## src/verilog/jtag_tap_regs.vh

```
// Constants for the test access port: widths, instruction codes, capture values
`ifndef JTAG_TAP_REGS_VH
`define JTAG_TAP_REGS_VH
// Instruction chain width and fixed capture pattern
`define IR_W 4
`define IR_CAPTURE 4'h1
// Instruction codes
`define I_EXTEST 4'h0
`define I_INTEST 4'h1
`define I_SAMPLE 4'h2
`define I_USER 4'h3
`define I_ABORT 4'h8
`define I_DPACC 4'hA
`define I_APACC 4'hB
`define I_IDCODE 4'hE
`define I_BYPASS 4'hF
// Instruction loaded on entry to Test-Logic-Reset
`define IR_RESET `I_IDCODE
// Identification word, arbitrary neutral value
`define IDCODE_VAL 32'h1234_5671
`define ID_W 32
// Buffer depth and count values
`define BUF_CNT_W 2
`define BUF_FULL 2'h2
`define BUF_EMPTY 2'h0
`define BUF_ONE 2'h1
`endif

```

## src/verilog/jtag_tap_controller.v

```verilog
// Test access port with instruction chain, data chains and core debug mux
// Notes on behaviour
// (RQ1) State moves only by test clock and mode
// (RQ2) Mode sampled on clock rise picks state
// (RQ3) Five high mode samples reach reset state
// (RQ4) Reset state restores all chains to defaults
// (RQ5) Power-on reset forces reset state directly
// (RQ6) Data input sampled on rise into chain
// (RQ7) Data output changes on falling clock edge
// (RQ8) Output undriven outside active shift states
// (RQ9) Unknown instruction codes act as bypass
// (RQ10) Pin-drive instructions touch no chain
// (RQ11) Held instruction selects the data chain
// (RQ12) State chooses instruction or data chain
// (RQ13) Capture loads, shift moves one bit
// (RQ14) Update copies chain into parallel register
// (RQ15) Stopped test clock keeps everything unchanged; the user buffer still drains when out_ready is high
// (RQ16) Host changes mode on falling edge
// (RQ17) Host changes data input on falling edge
// (RQ18) Host resets with five high mode cycles
// (RQ19) Instruction chain is four bits wide
// (RQ20) Output muxed with core debug port
// (RQ21) Sixteen-state standard graph with pause states
`timescale 1ns/100ps
`include "jtag_tap_regs.vh"
module jtag_tap_controller #(
  parameter BSR_W = 8,
  parameter USR_W = 8
) (
  input wire core_clk,
  input wire rst_n,
  input wire tck,
  input wire tms,
  input wire tdi,
  output wire tdo_o,
  output wire tdo_oe,
  input wire core_tdo,
  output wire core_sel,
  input wire [BSR_W-1:0] bsr_capture,
  output wire [BSR_W-1:0] bsr_update,
  output wire extest_active,
  output wire intest_active,
  output wire [USR_W-1:0] out_data,
  output wire out_valid,
  input wire out_ready
);

  // ****************************************
  // State codes
  // ****************************************
  localparam [15:0] S_TLR = 16'h0001;
  localparam [15:0] S_RTI = 16'h0002;
  localparam [15:0] S_SDS = 16'h0004;
  localparam [15:0] S_CD = 16'h0008;
  localparam [15:0] S_SD = 16'h0010;
  localparam [15:0] S_E1D = 16'h0020;
  localparam [15:0] S_PD = 16'h0040;
  localparam [15:0] S_E2D = 16'h0080;
  localparam [15:0] S_UD = 16'h0100;
  localparam [15:0] S_SIS = 16'h0200;
  localparam [15:0] S_CI = 16'h0400;
  localparam [15:0] S_SI = 16'h0800;
  localparam [15:0] S_E1I = 16'h1000;
  localparam [15:0] S_PI = 16'h2000;
  localparam [15:0] S_E2I = 16'h4000;
  localparam [15:0] S_UI = 16'h8000;
  // Maps unimplemented codes onto bypass
  function [`IR_W-1:0] decode_instr;
    input [`IR_W-1:0] code;
    begin
      case (code)
        `I_EXTEST, `I_INTEST, `I_SAMPLE, `I_USER, `I_ABORT,
        `I_DPACC, `I_APACC, `I_IDCODE: decode_instr = code;
        default: decode_instr = `I_BYPASS; // RQ9
      endcase
    end
  endfunction
  // True for instructions served by the core debug port
  function is_core;
    input [`IR_W-1:0] code;
    begin
      is_core = (code == `I_ABORT) || (code == `I_DPACC) || (code == `I_APACC);
    end
  endfunction

  // ****************************************
  // Pin synchronisers and edge detect
  // ****************************************
  reg tck_m_q, tck_s_q, tck_p_q;
  reg tms_m_q, tms_s_q;
  reg tdi_m_q, tdi_s_q;
  reg ctdo_m_q, ctdo_s_q;
  wire tck_rise;
  wire tck_fall;
  // Two flops on every pin before use
  always @(posedge core_clk or negedge rst_n)
  begin
    if (!rst_n)
    begin
      tck_m_q <= 1'b1;
      tck_s_q <= 1'b1;
      tck_p_q <= 1'b1;
      tms_m_q <= 1'b1;
      tms_s_q <= 1'b1;
      tdi_m_q <= 1'b1;
      tdi_s_q <= 1'b1;
      ctdo_m_q <= 1'b0;
      ctdo_s_q <= 1'b0;
    end
    else
    begin
      tck_m_q <= tck;
      tck_s_q <= tck_m_q;
      tck_p_q <= tck_s_q;
      tms_m_q <= tms;
      tms_s_q <= tms_m_q;
      tdi_m_q <= tdi;
      tdi_s_q <= tdi_m_q;
      ctdo_m_q <= core_tdo;
      ctdo_s_q <= ctdo_m_q;
    end
  end

  // Edges of the test clock; none while it stands still
  assign tck_rise = tck_s_q & ~tck_p_q; // RQ15
  assign tck_fall = ~tck_s_q & tck_p_q; // RQ15

  // ****************************************
  // TAP state machine
  // ****************************************
  reg [15:0] state_q;
  reg [15:0] state_d;
  // Next state from present state and sampled mode
  always @*
  begin
    state_d = S_TLR;
    case (state_q) // RQ21
      S_TLR: state_d = tms_s_q ? S_TLR : S_RTI; // RQ3
      S_RTI: state_d = tms_s_q ? S_SDS : S_RTI;
      S_SDS: state_d = tms_s_q ? S_SIS : S_CD;
      S_CD: state_d = tms_s_q ? S_E1D : S_SD;
      S_SD: state_d = tms_s_q ? S_E1D : S_SD;
      S_E1D: state_d = tms_s_q ? S_UD : S_PD;
      S_PD: state_d = tms_s_q ? S_E2D : S_PD;
      S_E2D: state_d = tms_s_q ? S_UD : S_SD;
      S_UD: state_d = tms_s_q ? S_SDS : S_RTI;
      S_SIS: state_d = tms_s_q ? S_TLR : S_CI; // RQ3
      S_CI: state_d = tms_s_q ? S_E1I : S_SI;
      S_SI: state_d = tms_s_q ? S_E1I : S_SI;
      S_E1I: state_d = tms_s_q ? S_UI : S_PI;
      S_PI: state_d = tms_s_q ? S_E2I : S_PI;
      S_E2I: state_d = tms_s_q ? S_UI : S_SI;
      S_UI: state_d = tms_s_q ? S_SDS : S_RTI;
      default: state_d = S_TLR;
    endcase
  end
  // State advances only on a test clock rise
  always @(posedge core_clk or negedge rst_n)
  begin
    if (!rst_n)
      state_q <= S_TLR; // RQ5
    else if (tck_rise) // RQ1 RQ2
      state_q <= state_d;
  end

  // ****************************************
  // Instruction chain
  // ****************************************
  reg [`IR_W-1:0] ir_shift_q; // RQ19
  reg [`IR_W-1:0] ir_q;
  wire [`IR_W-1:0] instr;
  wire in_tlr;
  wire pin_instr;
  assign in_tlr = (state_q == S_TLR);
  assign instr = decode_instr(ir_q);
  assign pin_instr = (instr == `I_EXTEST) || (instr == `I_INTEST);
  // Capture, shift and update of the instruction chain
  always @(posedge core_clk or negedge rst_n)
  begin
    if (!rst_n)
    begin
      ir_shift_q <= `IR_CAPTURE;
      ir_q <= `IR_RESET;
    end
    else if (in_tlr)
    begin
      ir_shift_q <= `IR_CAPTURE; // RQ4
      ir_q <= `IR_RESET; // RQ4
    end
    else if (tck_rise)
    begin
      case (state_q) // RQ12
        S_CI: ir_shift_q <= `IR_CAPTURE; // RQ13
        S_SI: ir_shift_q <= {tdi_s_q, ir_shift_q[`IR_W-1:1]}; // RQ6 RQ13
        S_UI: ir_q <= ir_shift_q; // RQ14
        default: ir_q <= ir_q;
      endcase
    end
  end

  // ****************************************
  // Data chains
  // ****************************************
  reg byp_q;
  reg [`ID_W-1:0] id_shift_q;
  reg [BSR_W-1:0] bsr_shift_q;
  reg [BSR_W-1:0] bsr_upd_q;
  reg [USR_W-1:0] usr_shift_q;
  reg [USR_W-1:0] buf_mem [0:1];
  reg buf_wr_q;
  reg buf_rd_q;
  reg [`BUF_CNT_W-1:0] buf_cnt_q;
  wire dr_cap;
  wire dr_sh;
  wire dr_upd;
  wire buf_in_ready;
  wire buf_push;
  wire buf_pop;
  // Data chain actions, suppressed under pin-drive instructions
  assign dr_cap = tck_rise && (state_q == S_CD) && !pin_instr; // RQ10
  assign dr_sh = tck_rise && (state_q == S_SD) && !pin_instr; // RQ10
  assign dr_upd = tck_rise && (state_q == S_UD) && !pin_instr; // RQ10
  assign buf_in_ready = (buf_cnt_q != `BUF_FULL);
  assign buf_push = dr_upd && (instr == `I_USER) && buf_in_ready;
  assign buf_pop = (buf_cnt_q != `BUF_EMPTY) && out_ready;
  // Chain selected by the held instruction
  always @(posedge core_clk or negedge rst_n)
  begin
    if (!rst_n)
    begin
      byp_q <= 1'b0;
      id_shift_q <= `IDCODE_VAL;
      bsr_shift_q <= {BSR_W{1'b0}};
      bsr_upd_q <= {BSR_W{1'b0}};
      usr_shift_q <= {USR_W{1'b0}};
    end
    else if (in_tlr)
    begin
      byp_q <= 1'b0; // RQ4
      id_shift_q <= `IDCODE_VAL; // RQ4
      bsr_shift_q <= {BSR_W{1'b0}}; // RQ4
      bsr_upd_q <= {BSR_W{1'b0}}; // RQ4
      usr_shift_q <= {USR_W{1'b0}}; // RQ4
    end
    else if (dr_cap)
    begin
      case (instr) // RQ11 RQ13
        `I_IDCODE: id_shift_q <= `IDCODE_VAL;
        `I_SAMPLE: bsr_shift_q <= bsr_capture;
        `I_USER: usr_shift_q <= {{(USR_W-1){1'b0}}, buf_in_ready};
        `I_BYPASS: byp_q <= 1'b0;
        default: byp_q <= byp_q;
      endcase
    end
    else if (dr_sh)
    begin
      case (instr) // RQ6 RQ11 RQ13
        `I_IDCODE: id_shift_q <= {tdi_s_q, id_shift_q[`ID_W-1:1]};
        `I_SAMPLE: bsr_shift_q <= {tdi_s_q, bsr_shift_q[BSR_W-1:1]};
        `I_USER: usr_shift_q <= {tdi_s_q, usr_shift_q[USR_W-1:1]};
        `I_BYPASS: byp_q <= tdi_s_q;
        default: byp_q <= byp_q;
      endcase
    end
    else if (dr_upd && (instr == `I_SAMPLE))
      bsr_upd_q <= bsr_shift_q; // RQ14
  end

  // ****************************************
  // Two-entry buffer for user words
  // ****************************************
  // Update pushes the word; capture reports space so the host waits
  always @(posedge core_clk or negedge rst_n)
  begin
    if (!rst_n)
    begin
      buf_wr_q <= 1'b0;
      buf_rd_q <= 1'b0;
      buf_cnt_q <= `BUF_EMPTY;
      buf_mem[0] <= {USR_W{1'b0}};
      buf_mem[1] <= {USR_W{1'b0}};
    end
    else if (in_tlr)
    begin
      buf_wr_q <= 1'b0; // RQ4
      buf_rd_q <= 1'b0;
      buf_cnt_q <= `BUF_EMPTY;
    end
    else
    begin
      if (buf_push)
      begin
        buf_mem[buf_wr_q] <= usr_shift_q; // RQ14
        buf_wr_q <= ~buf_wr_q;
      end
      if (buf_pop)
        buf_rd_q <= ~buf_rd_q;
      if (buf_push && !buf_pop)
        buf_cnt_q <= buf_cnt_q + `BUF_ONE;
      else if (buf_pop && !buf_push)
        buf_cnt_q <= buf_cnt_q - `BUF_ONE;
    end
  end

  assign out_data = buf_mem[buf_rd_q];
  assign out_valid = (buf_cnt_q != `BUF_EMPTY);

  // ****************************************
  // Serial output
  // ****************************************
  reg tdo_q;
  reg tdo_oe_q;
  reg tdo_src;
  reg tdo_drv;
  // Source and drive for the present state and instruction
  always @*
  begin
    tdo_src = 1'b0;
    tdo_drv = 1'b0;
    if (state_q == S_SI) // RQ12
    begin
      tdo_src = ir_shift_q[0];
      tdo_drv = 1'b1;
    end
    else if (state_q == S_SD)
    begin
      tdo_drv = !pin_instr; // RQ8 RQ10
      if (is_core(instr))
        tdo_src = ctdo_s_q; // RQ20
      else if (instr == `I_IDCODE)
        tdo_src = id_shift_q[0];
      else if (instr == `I_SAMPLE)
        tdo_src = bsr_shift_q[0];
      else if (instr == `I_USER)
        tdo_src = usr_shift_q[0];
      else
        tdo_src = byp_q; // RQ9
    end
  end
  // Output and its enable change on the falling test clock edge
  always @(posedge core_clk or negedge rst_n)
  begin
    if (!rst_n)
    begin
      tdo_q <= 1'b0;
      tdo_oe_q <= 1'b0;
    end
    else if (in_tlr)
    begin
      tdo_q <= 1'b0;
      tdo_oe_q <= 1'b0; // RQ8
    end
    else if (tck_fall) // RQ7
    begin
      tdo_q <= tdo_src;
      tdo_oe_q <= tdo_drv; // RQ8
    end
  end

  assign tdo_o = tdo_q;
  assign tdo_oe = tdo_oe_q;
  assign core_sel = is_core(instr); // RQ20
  assign bsr_update = bsr_upd_q;
  assign extest_active = (instr == `I_EXTEST); // RQ10
  assign intest_active = (instr == `I_INTEST); // RQ10

endmodule

```

## config.mk

```make
export PLATFORM = sky130hd
export DESIGN_NAME = jtag_tap_controller
export DESIGN_NICKNAME = d
export VERILOG_FILES = /design/src/verilog/jtag_tap_controller.v
export VERILOG_INCLUDE_DIRS = /design/src /design/src/verilog
export SDC_FILE = /design/constraint.sdc
export NUM_CORES = 1
export LEC_CHECK = 0
export BUFFER_PORTS_ARGS = -buffer_cell sky130_fd_sc_hd__buf_2
export CORE_UTILIZATION = 50
export CTS_CLUSTER_DIAMETER = 40
export CTS_CLUSTER_SIZE = 10
export DETAILED_ROUTE_END_ITERATION = 10
export PLACE_DENSITY = 0.67
export SYNTH_ARGS = -nofsm -noshare
export SYNTH_HDL_FRONTEND = slang
export SYNTH_SLANG_ARGS = --single-unit
```

## constraint.sdc

```tcl
create_clock -name core_clk -period 2.5 [get_ports core_clk]
set_input_delay 0.5 -clock core_clk [delete_from_list [all_inputs] [get_ports core_clk]]
set_output_delay 0.5 -clock core_clk [all_outputs]
set_load 0.01 [all_outputs]
```

==> results.ini, run 1 <==
[die]
core_area_mm2 = 0.0104
num_rows = 37
ioPinCount = 37
dieArea_mm2 = 0.0112
die_x_um = 106
die_y_um = 106
start_util = 0.519

[clocking]
htreeDepth = 3
cts_buffers = 9
cts_tree = done
clock_latency_ns = 0.38
clockBufferDepth = 2
post-cts-setup-buffers = 0
clk_pin_slew_ns = 0.09
clockRootBuffer = clkbuf_8
cts.sinks = 112

[synth]
synth_cells = 525
synth-seq-area-share = 0.524
synth_edf_count = 0
ys.flop_type = dfrtp_1
yosys_warnings = 0
synth_area_leader_cell = dfrtp_1
synth-seq-cells = 112
async_reset_ff_frac = 1.00
synth_area_mm2 = 0.00541
synthesis.nets = 540
synth_area_leaders = dfrtp_1 40%, dfstp_2 12%, o21ai_0 5.3%
synth_area_per_cell_um2 = 10.3
yosysTopAreaCellShare = 0.403
ys_types = 63

[global_route]
grtUsageMet3 = 0.0509
antenna_found_initial = 0
grt_overflow_total = 0
grt.total_usage = 0.236
grt_pass1_vias = 4154
gr-usage-met2 = 0.366
grt_pass1_wl_um = 20700
top_usage_layer = met2
grt_max_degree = 49
grtUsageMet1 = 0.330

[finish]
final_cell_area_mm2 = 0.00606
insertedDiodeCount = 0
syn_to_final_growth_pct = 12.1
num-nets-final = 583
fin_cells = 709
drive_above_1_share = 0.267
seq_area_mm2 = 0.00283
fill_cells = 933
multi_input_area_mm2 = 0.00242

[sta]
setup_viol = 0
fin_crit_ns = 2.36
whs_ns = 0.211
relSlewSlack = 0.549
hold_violations = 0
clock.fmax_mhz = 424
finalMaxSlewViolations = 0
worstMarginPinSlew_ns = 0.668
rsz0062_at_grt = false
fin_crit_sh = 0.944
fin_setup_tns_ns = 0
skew_ns = 0.00617

[power_and_ir_drop]
p_sw_mw = 1.61
power_frac_comb = 0.292
power_leakage_nw = 2.73
internal-power_mw = 2.96
swShare = 0.353
p_seq_frac = 0.481
clockPowerShare = 0.227
power_density_mw_per_mm2 = 754
vdd_ir_drop_max_mv = 0.415

[placed_design]
post-dp-hpwl_um = 8220
dpl_cell_area_mm2 = 0.00585
port-buffer-count = 36
place_inst = 692
gp_congestion = 0.966

[drt]
ant_nets = 0
wire_per_inst_um = 17.0
drtIter0Drc = 242
dr_total_vias = 4189
viasPerCell = 5.91
wirelength_um = 12100
dr.pass1.iters = 5
remaining_drc_errors = 0

[outcome]
outcome = finished, final reports clean

[critical_path]
crit_fanout = 8
critPathCaptureType = flip-flop
cp.arrival_ns = 2.63
required_ns = 2.77
crit_type = reg -> reg
startpoint_type = flip-flop

[run]
drv_cap = 0

[hold_path]
hold_class = in -> reg

-- worst paths after layout --
check	from	slack, ns	depth (start not counted)	end
setup / recovery	state_q[9]	0.14	5	bsr_shift_q[5]
hold / removal	tms	0.21	1	tms_m_q
setup reg to reg	state_q[9]	0.14	5	bsr_shift_q[5]
hold reg to reg	ctdo_m_q	0.36	0	ctdo_s_q
max in group asynchronous	rst_n	1.32	3	tck_p_q
min in group asynchronous	rst_n	0.50	2	usr_shift_q[5]
-- routing by layer --
metal / wire length (um) / up-vias / share of wire
li1: - / 1985 / -
met1: 5800 / 2078 / 0.48
met2: 5540 / 107 / 0.46
met3: 531 / 19 / 0.044
met4: 201 / 0 / 0.017
met5: 0 / - / 0
-- cell type report --
cell class	count	share of cell area
inverters	6	0.00372
multi-input cells	373	0.400
repair buffers	66	0.0698
flip-flops and latches	112	0.468
clock buffers	15	0.0291
clock inverters	1	0.00145
well taps	136	0.0281
-- stage by stage --
| stage | power, mW | setup WS, ns | util |
|---|---|---|---|
| 6_report | 4.57 | 0.139 | 0.582 |
| 5_1_grt | 4.83 | 0.00332 | 0.582 |
| 4_1_cts | 4.58 | 0.0819 | 0.580 |
| 3_5_place_dp | 3.54 | 0.107 | 0.562 |
| 3_3_place_gp | 3.50 | 0.175 | 0.562 |
| 2_1_floorplan | 3.05 | 0.246 | - |
-- critical path, cell delays in order (launching register included) --
cell and delay, ns:
dfrtp_1 0.45, or4_1 0.68, nor2_2 0.22, o21ai_1 0.20, o21ai_4 0.33, mux2_2 0.37
-- sequential cells by signal (all words and copies together) (netlist names) --
name,cells
bsr_shift_q,8
bsr_update,8
buf_cnt_q,2
buf_mem,16
buf_rd_q,1
buf_wr_q,1
byp_q,1
ctdo_m_q,1
ctdo_s_q,1
id_shift_q,32
ir_q,4
ir_shift_q,4
state_q,16
tck_m_q,1
tck_p_q,1
tck_s_q,1
tdi_m_q,1
tdi_s_q,1
tdo_o,1
tdo_oe,1
tms_m_q,1
tms_s_q,1
usr_shift_q,8
-- cells by family (layout without fill, tap and decap cells) --
kind of cell | after synthesis | count (layout) | share of synthesized area
AOI/OAI and AO/OA | 151 | 151 | 0.171
DFF | 112 | 112 | 0.524
muxes | 36 | 36 | 0.0796
and+or+nand+nor | 176 | 176 | 0.179
xor gates and xnor gates | 10 | 10 | 0.0162
buffers and inverters | 40 | 88 | 0.0301
-- cell usage in the layout (no fill, tap or decap), drive strengths merged, types with 4 or more instances in the layout --
master  instances
a21o            5
xnor2           6
a32oi           4
dfrtp          87
nor4            8
a22o           11
nor2           31
dfstp          25
clkbuf         15
o21ai          64
o31ai           8
nand3           7
xor2            4
nor2b           5
nor4b           6
inv             7
nand4           6
mux2           32
or4             5
mux2i           4
buf            65
a21oi          37
nor3           13
nand2          73
-- cell usage after synthesis (2+ instances only) --
cell	n
dfrtp_1	87
nand2_1	73
o21ai_0	57
a21oi_1	35
nor2_1	29
dfstp_2	25
clkbuf_1	24
mux2_2	24
a22o_1	11
nor3_1	11
mux2_4	8
o31ai_1	8
buf_2	7
inv_1	6
nand3_1	6
nand4_1	6
o21ai_1	6
xnor2_1	6
a21o_1	5
nor2b_1	5
nor4b_1	5
a32oi_1	4
mux2i_1	4
xor2_1	4
and4_1	3
nand2b_1	3
nor3b_1	3
nor4_1	3
nor4_4	3
o211ai_1	3
o22a_1	3
o41ai_1	3
or4_1	3
a21oi_2	2
a22oi_1	2
and3_1	2
buf_1	2
nand3b_1	2
nor2_2	2
nor3_2	2
nor4_2	2
o21a_1	2
or3_1	2
or4_4	2
or4b_1	2
-- what timing repair did --
| action | in CTS | in global routing |
|---|---|---|
| resized for setup | 0 | 2 |
| hold buffers | 1 | 0 |
| setup endpoints to repair | 0 | 9 |
| hold endpoints to repair | 12 | 0 |
-- power by group through the flow --
stage / sequential (mW) / clock (mW) / combinational (mW)
after floorplan: 2.14 / 0 / 0.914
after global placement: 2.22 / 0 / 1.29
after detailed placement: 2.23 / 0 / 1.31
after global routing: 2.23 / 1.13 / 1.46
final: 2.20 / 1.04 / 1.33
after CTS: 2.19 / 1.07 / 1.32
Power figures use the tool's default switching activity.
==> run 2: changes to the inputs <==
--- a/config.mk
+++ b/config.mk
@@ -7,11 +7,11 @@
 export NUM_CORES = 1
 export LEC_CHECK = 0
 export BUFFER_PORTS_ARGS = -buffer_cell sky130_fd_sc_hd__buf_2
-export CORE_UTILIZATION = 50
+export CORE_UTILIZATION = 60
 export CTS_CLUSTER_DIAMETER = 40
 export CTS_CLUSTER_SIZE = 10
 export DETAILED_ROUTE_END_ITERATION = 10
-export PLACE_DENSITY = 0.67
+export PLACE_DENSITY = 0.78
 export SYNTH_ARGS = -nofsm -noshare
 export SYNTH_HDL_FRONTEND = slang
 export SYNTH_SLANG_ARGS = --single-unit
==> run 2 against run 1 <==
Utilization increased by 10 points. Non-clock buffer count shrank 7. First-iteration DRC count fell by 6.6%. Routed wire length is 3.0% lower. Fmax shrank 2.6%. Power down 1.9%. Critical path depth did not move. Setup slack lost 0.063 ns. Clock skew up 0.0082 ns. Critical path type unchanged. Critical endpoint is now bsr_shift_q[7].
==> results.ini, run 2 (same netlist as run 1, synthesis figures left out) <==
[drt]
dr_total_vias = 4237  ; +1.1%
wirelength_um = 11700  ; -3.0%
viasPerCell = 6.29  ; +6.4%
dr.pass1.iters = 5  ; unchanged
ant_nets = 0  ; unchanged
drtIter0Drc = 226  ; -6.6%
wire_per_inst_um = 17.4  ; +2.0%
remaining_drc_errors = 0  ; unchanged

[global_route]
grt_pass1_vias = 4086  ; -1.6%
grt_max_degree = 41  ; -16%
grt_overflow_total = 0  ; unchanged
grt.total_usage = 0.259  ; +0.0231
antenna_found_initial = 0  ; unchanged
grt_pass1_wl_um = 19700  ; -4.7%

[sta]
fin_crit_sh = 0.969  ; +0.0252
rsz0062_at_grt = true
skew_ns = 0.0144  ; +0.00819 ns
fin_setup_tns_ns = 0  ; unchanged
finalMaxSlewViolations = 0  ; unchanged
setup_viol = 0  ; unchanged
hold_violations = 0  ; unchanged
clock.fmax_mhz = 413  ; -2.6%
relSlewSlack = 0.493  ; -0.0559
fin_crit_ns = 2.42  ; +0.0631 ns
worstMarginPinSlew_ns = 0.761  ; +0.0926 ns

[finish]
largest_reg_flops = 32  ; unchanged
drive_above_1_share = 0.265  ; -0.00200
final_common_cell = dfrtp_1
num-nets-final = 576  ; -1.2%
insertedDiodeCount = 0  ; unchanged
syn_to_final_growth_pct = 10.1
largestRegisters = id_shift_q x32, buf_mem x16, state_q x16
top_register = id_shift_q
final_cell_area_mm2 = 0.00595  ; -1.7%
final_cell_mix = 87 x dfrtp_1, 73 x nand2_1, 57 x o21ai_0

[critical_path]
required_ns = 2.75  ; -0.02 ns
critPathCaptureType = flip-flop
startpoint_type = flip-flop
cp.arrival_ns = 2.67  ; +0.04 ns
crit_type = reg -> reg
crit_fanout = 9  ; +1

[power_and_ir_drop]
p_sw_mw = 1.64  ; +1.8%
p_seq_frac = 0.492  ; +0.011
swShare = 0.366  ; +0.0131
power_density_mw_per_mm2 = 753  ; -0.13%
clockPowerShare = 0.226  ; about the same
power_leakage_nw = 2.69  ; -1.2%
internal-power_mw = 2.84  ; -3.9%
power_frac_comb = 0.282  ; -0.010
vdd_ir_drop_max_mv = 0.416  ; +0.21%

[hold_path]
hold_class = in -> async

[die]
start_util = 0.620  ; +0.101
ioPinCount = 37  ; unchanged
dieArea_mm2 = 0.00939  ; -16%
core_area_mm2 = 0.00872  ; -16%
num_rows = 34  ; -8.1%
die_y_um = 96.9  ; -8.5%
die_x_um = 96.9  ; -8.5%

[clocking]
clock_latency_ns = 0.37  ; about the same
ctsHoldBuffers = 0  ; -1
cts_buffers = 9  ; unchanged
htreeDepth = 3  ; unchanged
clockRootBuffer = clkbuf_8
clockBufferDepth = 2  ; unchanged
cts.sinks = 112  ; unchanged
clk_pin_slew_ns = 0.10  ; about the same
cts_tree = done
post-cts-setup-buffers = 0  ; unchanged

[run]
drv_cap = 0  ; unchanged

[placed_design]
dpl_cell_area_mm2 = 0.00577  ; -1.4%
gp_congestion = 0.887  ; -8.2%
post-dp-hpwl_um = 8050  ; -2.0%
port-buffer-count = 36  ; unchanged

[outcome]
outcome = finished, final reports clean

-- run 2: changes by cell type in the layout (fill, tap and decap cells not counted), moves of 2 or more --
cell / delta
buf_4: -6
clkbuf_8: -3
clkbuf_1: -2
inv_6: +2
-- run 2: metrics by stage --
stage	worst slack (ns)	util	power, mW	hold slack [ns]	instances
finish	0.0764	0.683	4.48	0.0744	674
global route	-0.0458	0.683	4.69	0.107	674
CTS	0.111	0.682	4.48	0.0854	674
detailed placement	0.134	0.662	3.47	0.340	658
global placement	0.209	0.662	3.42	0.334	658
floorplan	0.246	-	3.05	0.204	525
-- run 2: layout make-up --
class / count / area, um^2
fillers: 695 / 2770
clock inverters: 6 / 51.3
flip-flops and latches: 112 / 2830
inverters: 6 / 22.5
well taps: 108 / 135
clock buffers: 10 / 128
repair buffers: 59 / 368
multi-input cells: 373 / 2420
-- run 2: routing by layer --
| layer | up-vias | share of wire | GRT usage |
|---|---|---|---|
| met5 | - | 0 | 0 |
| met4 | 0 | 0.022 | 0.0873 |
| met3 | 27 | 0.057 | 0.0426 |
| met2 | 153 | 0.46 | 0.400 |
| met1 | 2083 | 0.46 | 0.374 |
| li1 | 1974 | - | - |
-- run 2: worst max-delay path: stages, from the launching register on --
cell	delay [ns]
dfrtp_1	0.46
or4_1	0.68
nor3_2	0.45
o21ai_1	0.38
a22oi_1	0.24
mux2i_1	0.10
-- run 2: timing repair --
item	CTS	global route
gates resized for setup	0	1
endpoints found under the setup margin	0	2
endpoints found under the hold margin	0	0
-- run 2: path summary, 6_finish.rpt --
kind / start / endpoint / slack [ns] / cells past startpoint
max: state_q[9] / bsr_shift_q[7] / 0.08 / 5
min: rst_n / buf_mem[6] / 0.07 / 1
max reg2reg: state_q[9] / bsr_shift_q[7] / 0.08 / 5
min reg2reg: ctdo_m_q / ctdo_s_q / 0.36 / 0
max in group asynchronous: rst_n / id_shift_q[9] / 1.71 / 2
min in group core_clk: tdi / tdi_m_q / 0.21 / 1
-- run 2: power by group through the flow --
| stage | combinational, mW | sequential, mW | clock, mW |
|---|---|---|---|
| global route | 1.37 | 2.23 | 1.09 |
| detailed placement | 1.24 | 2.23 | 0 |
| global placement | 1.20 | 2.22 | 0 |
| finish | 1.27 | 2.20 | 1.01 |
| CTS | 1.24 | 2.20 | 1.04 |
| floorplan | 0.914 | 2.14 | 0 |
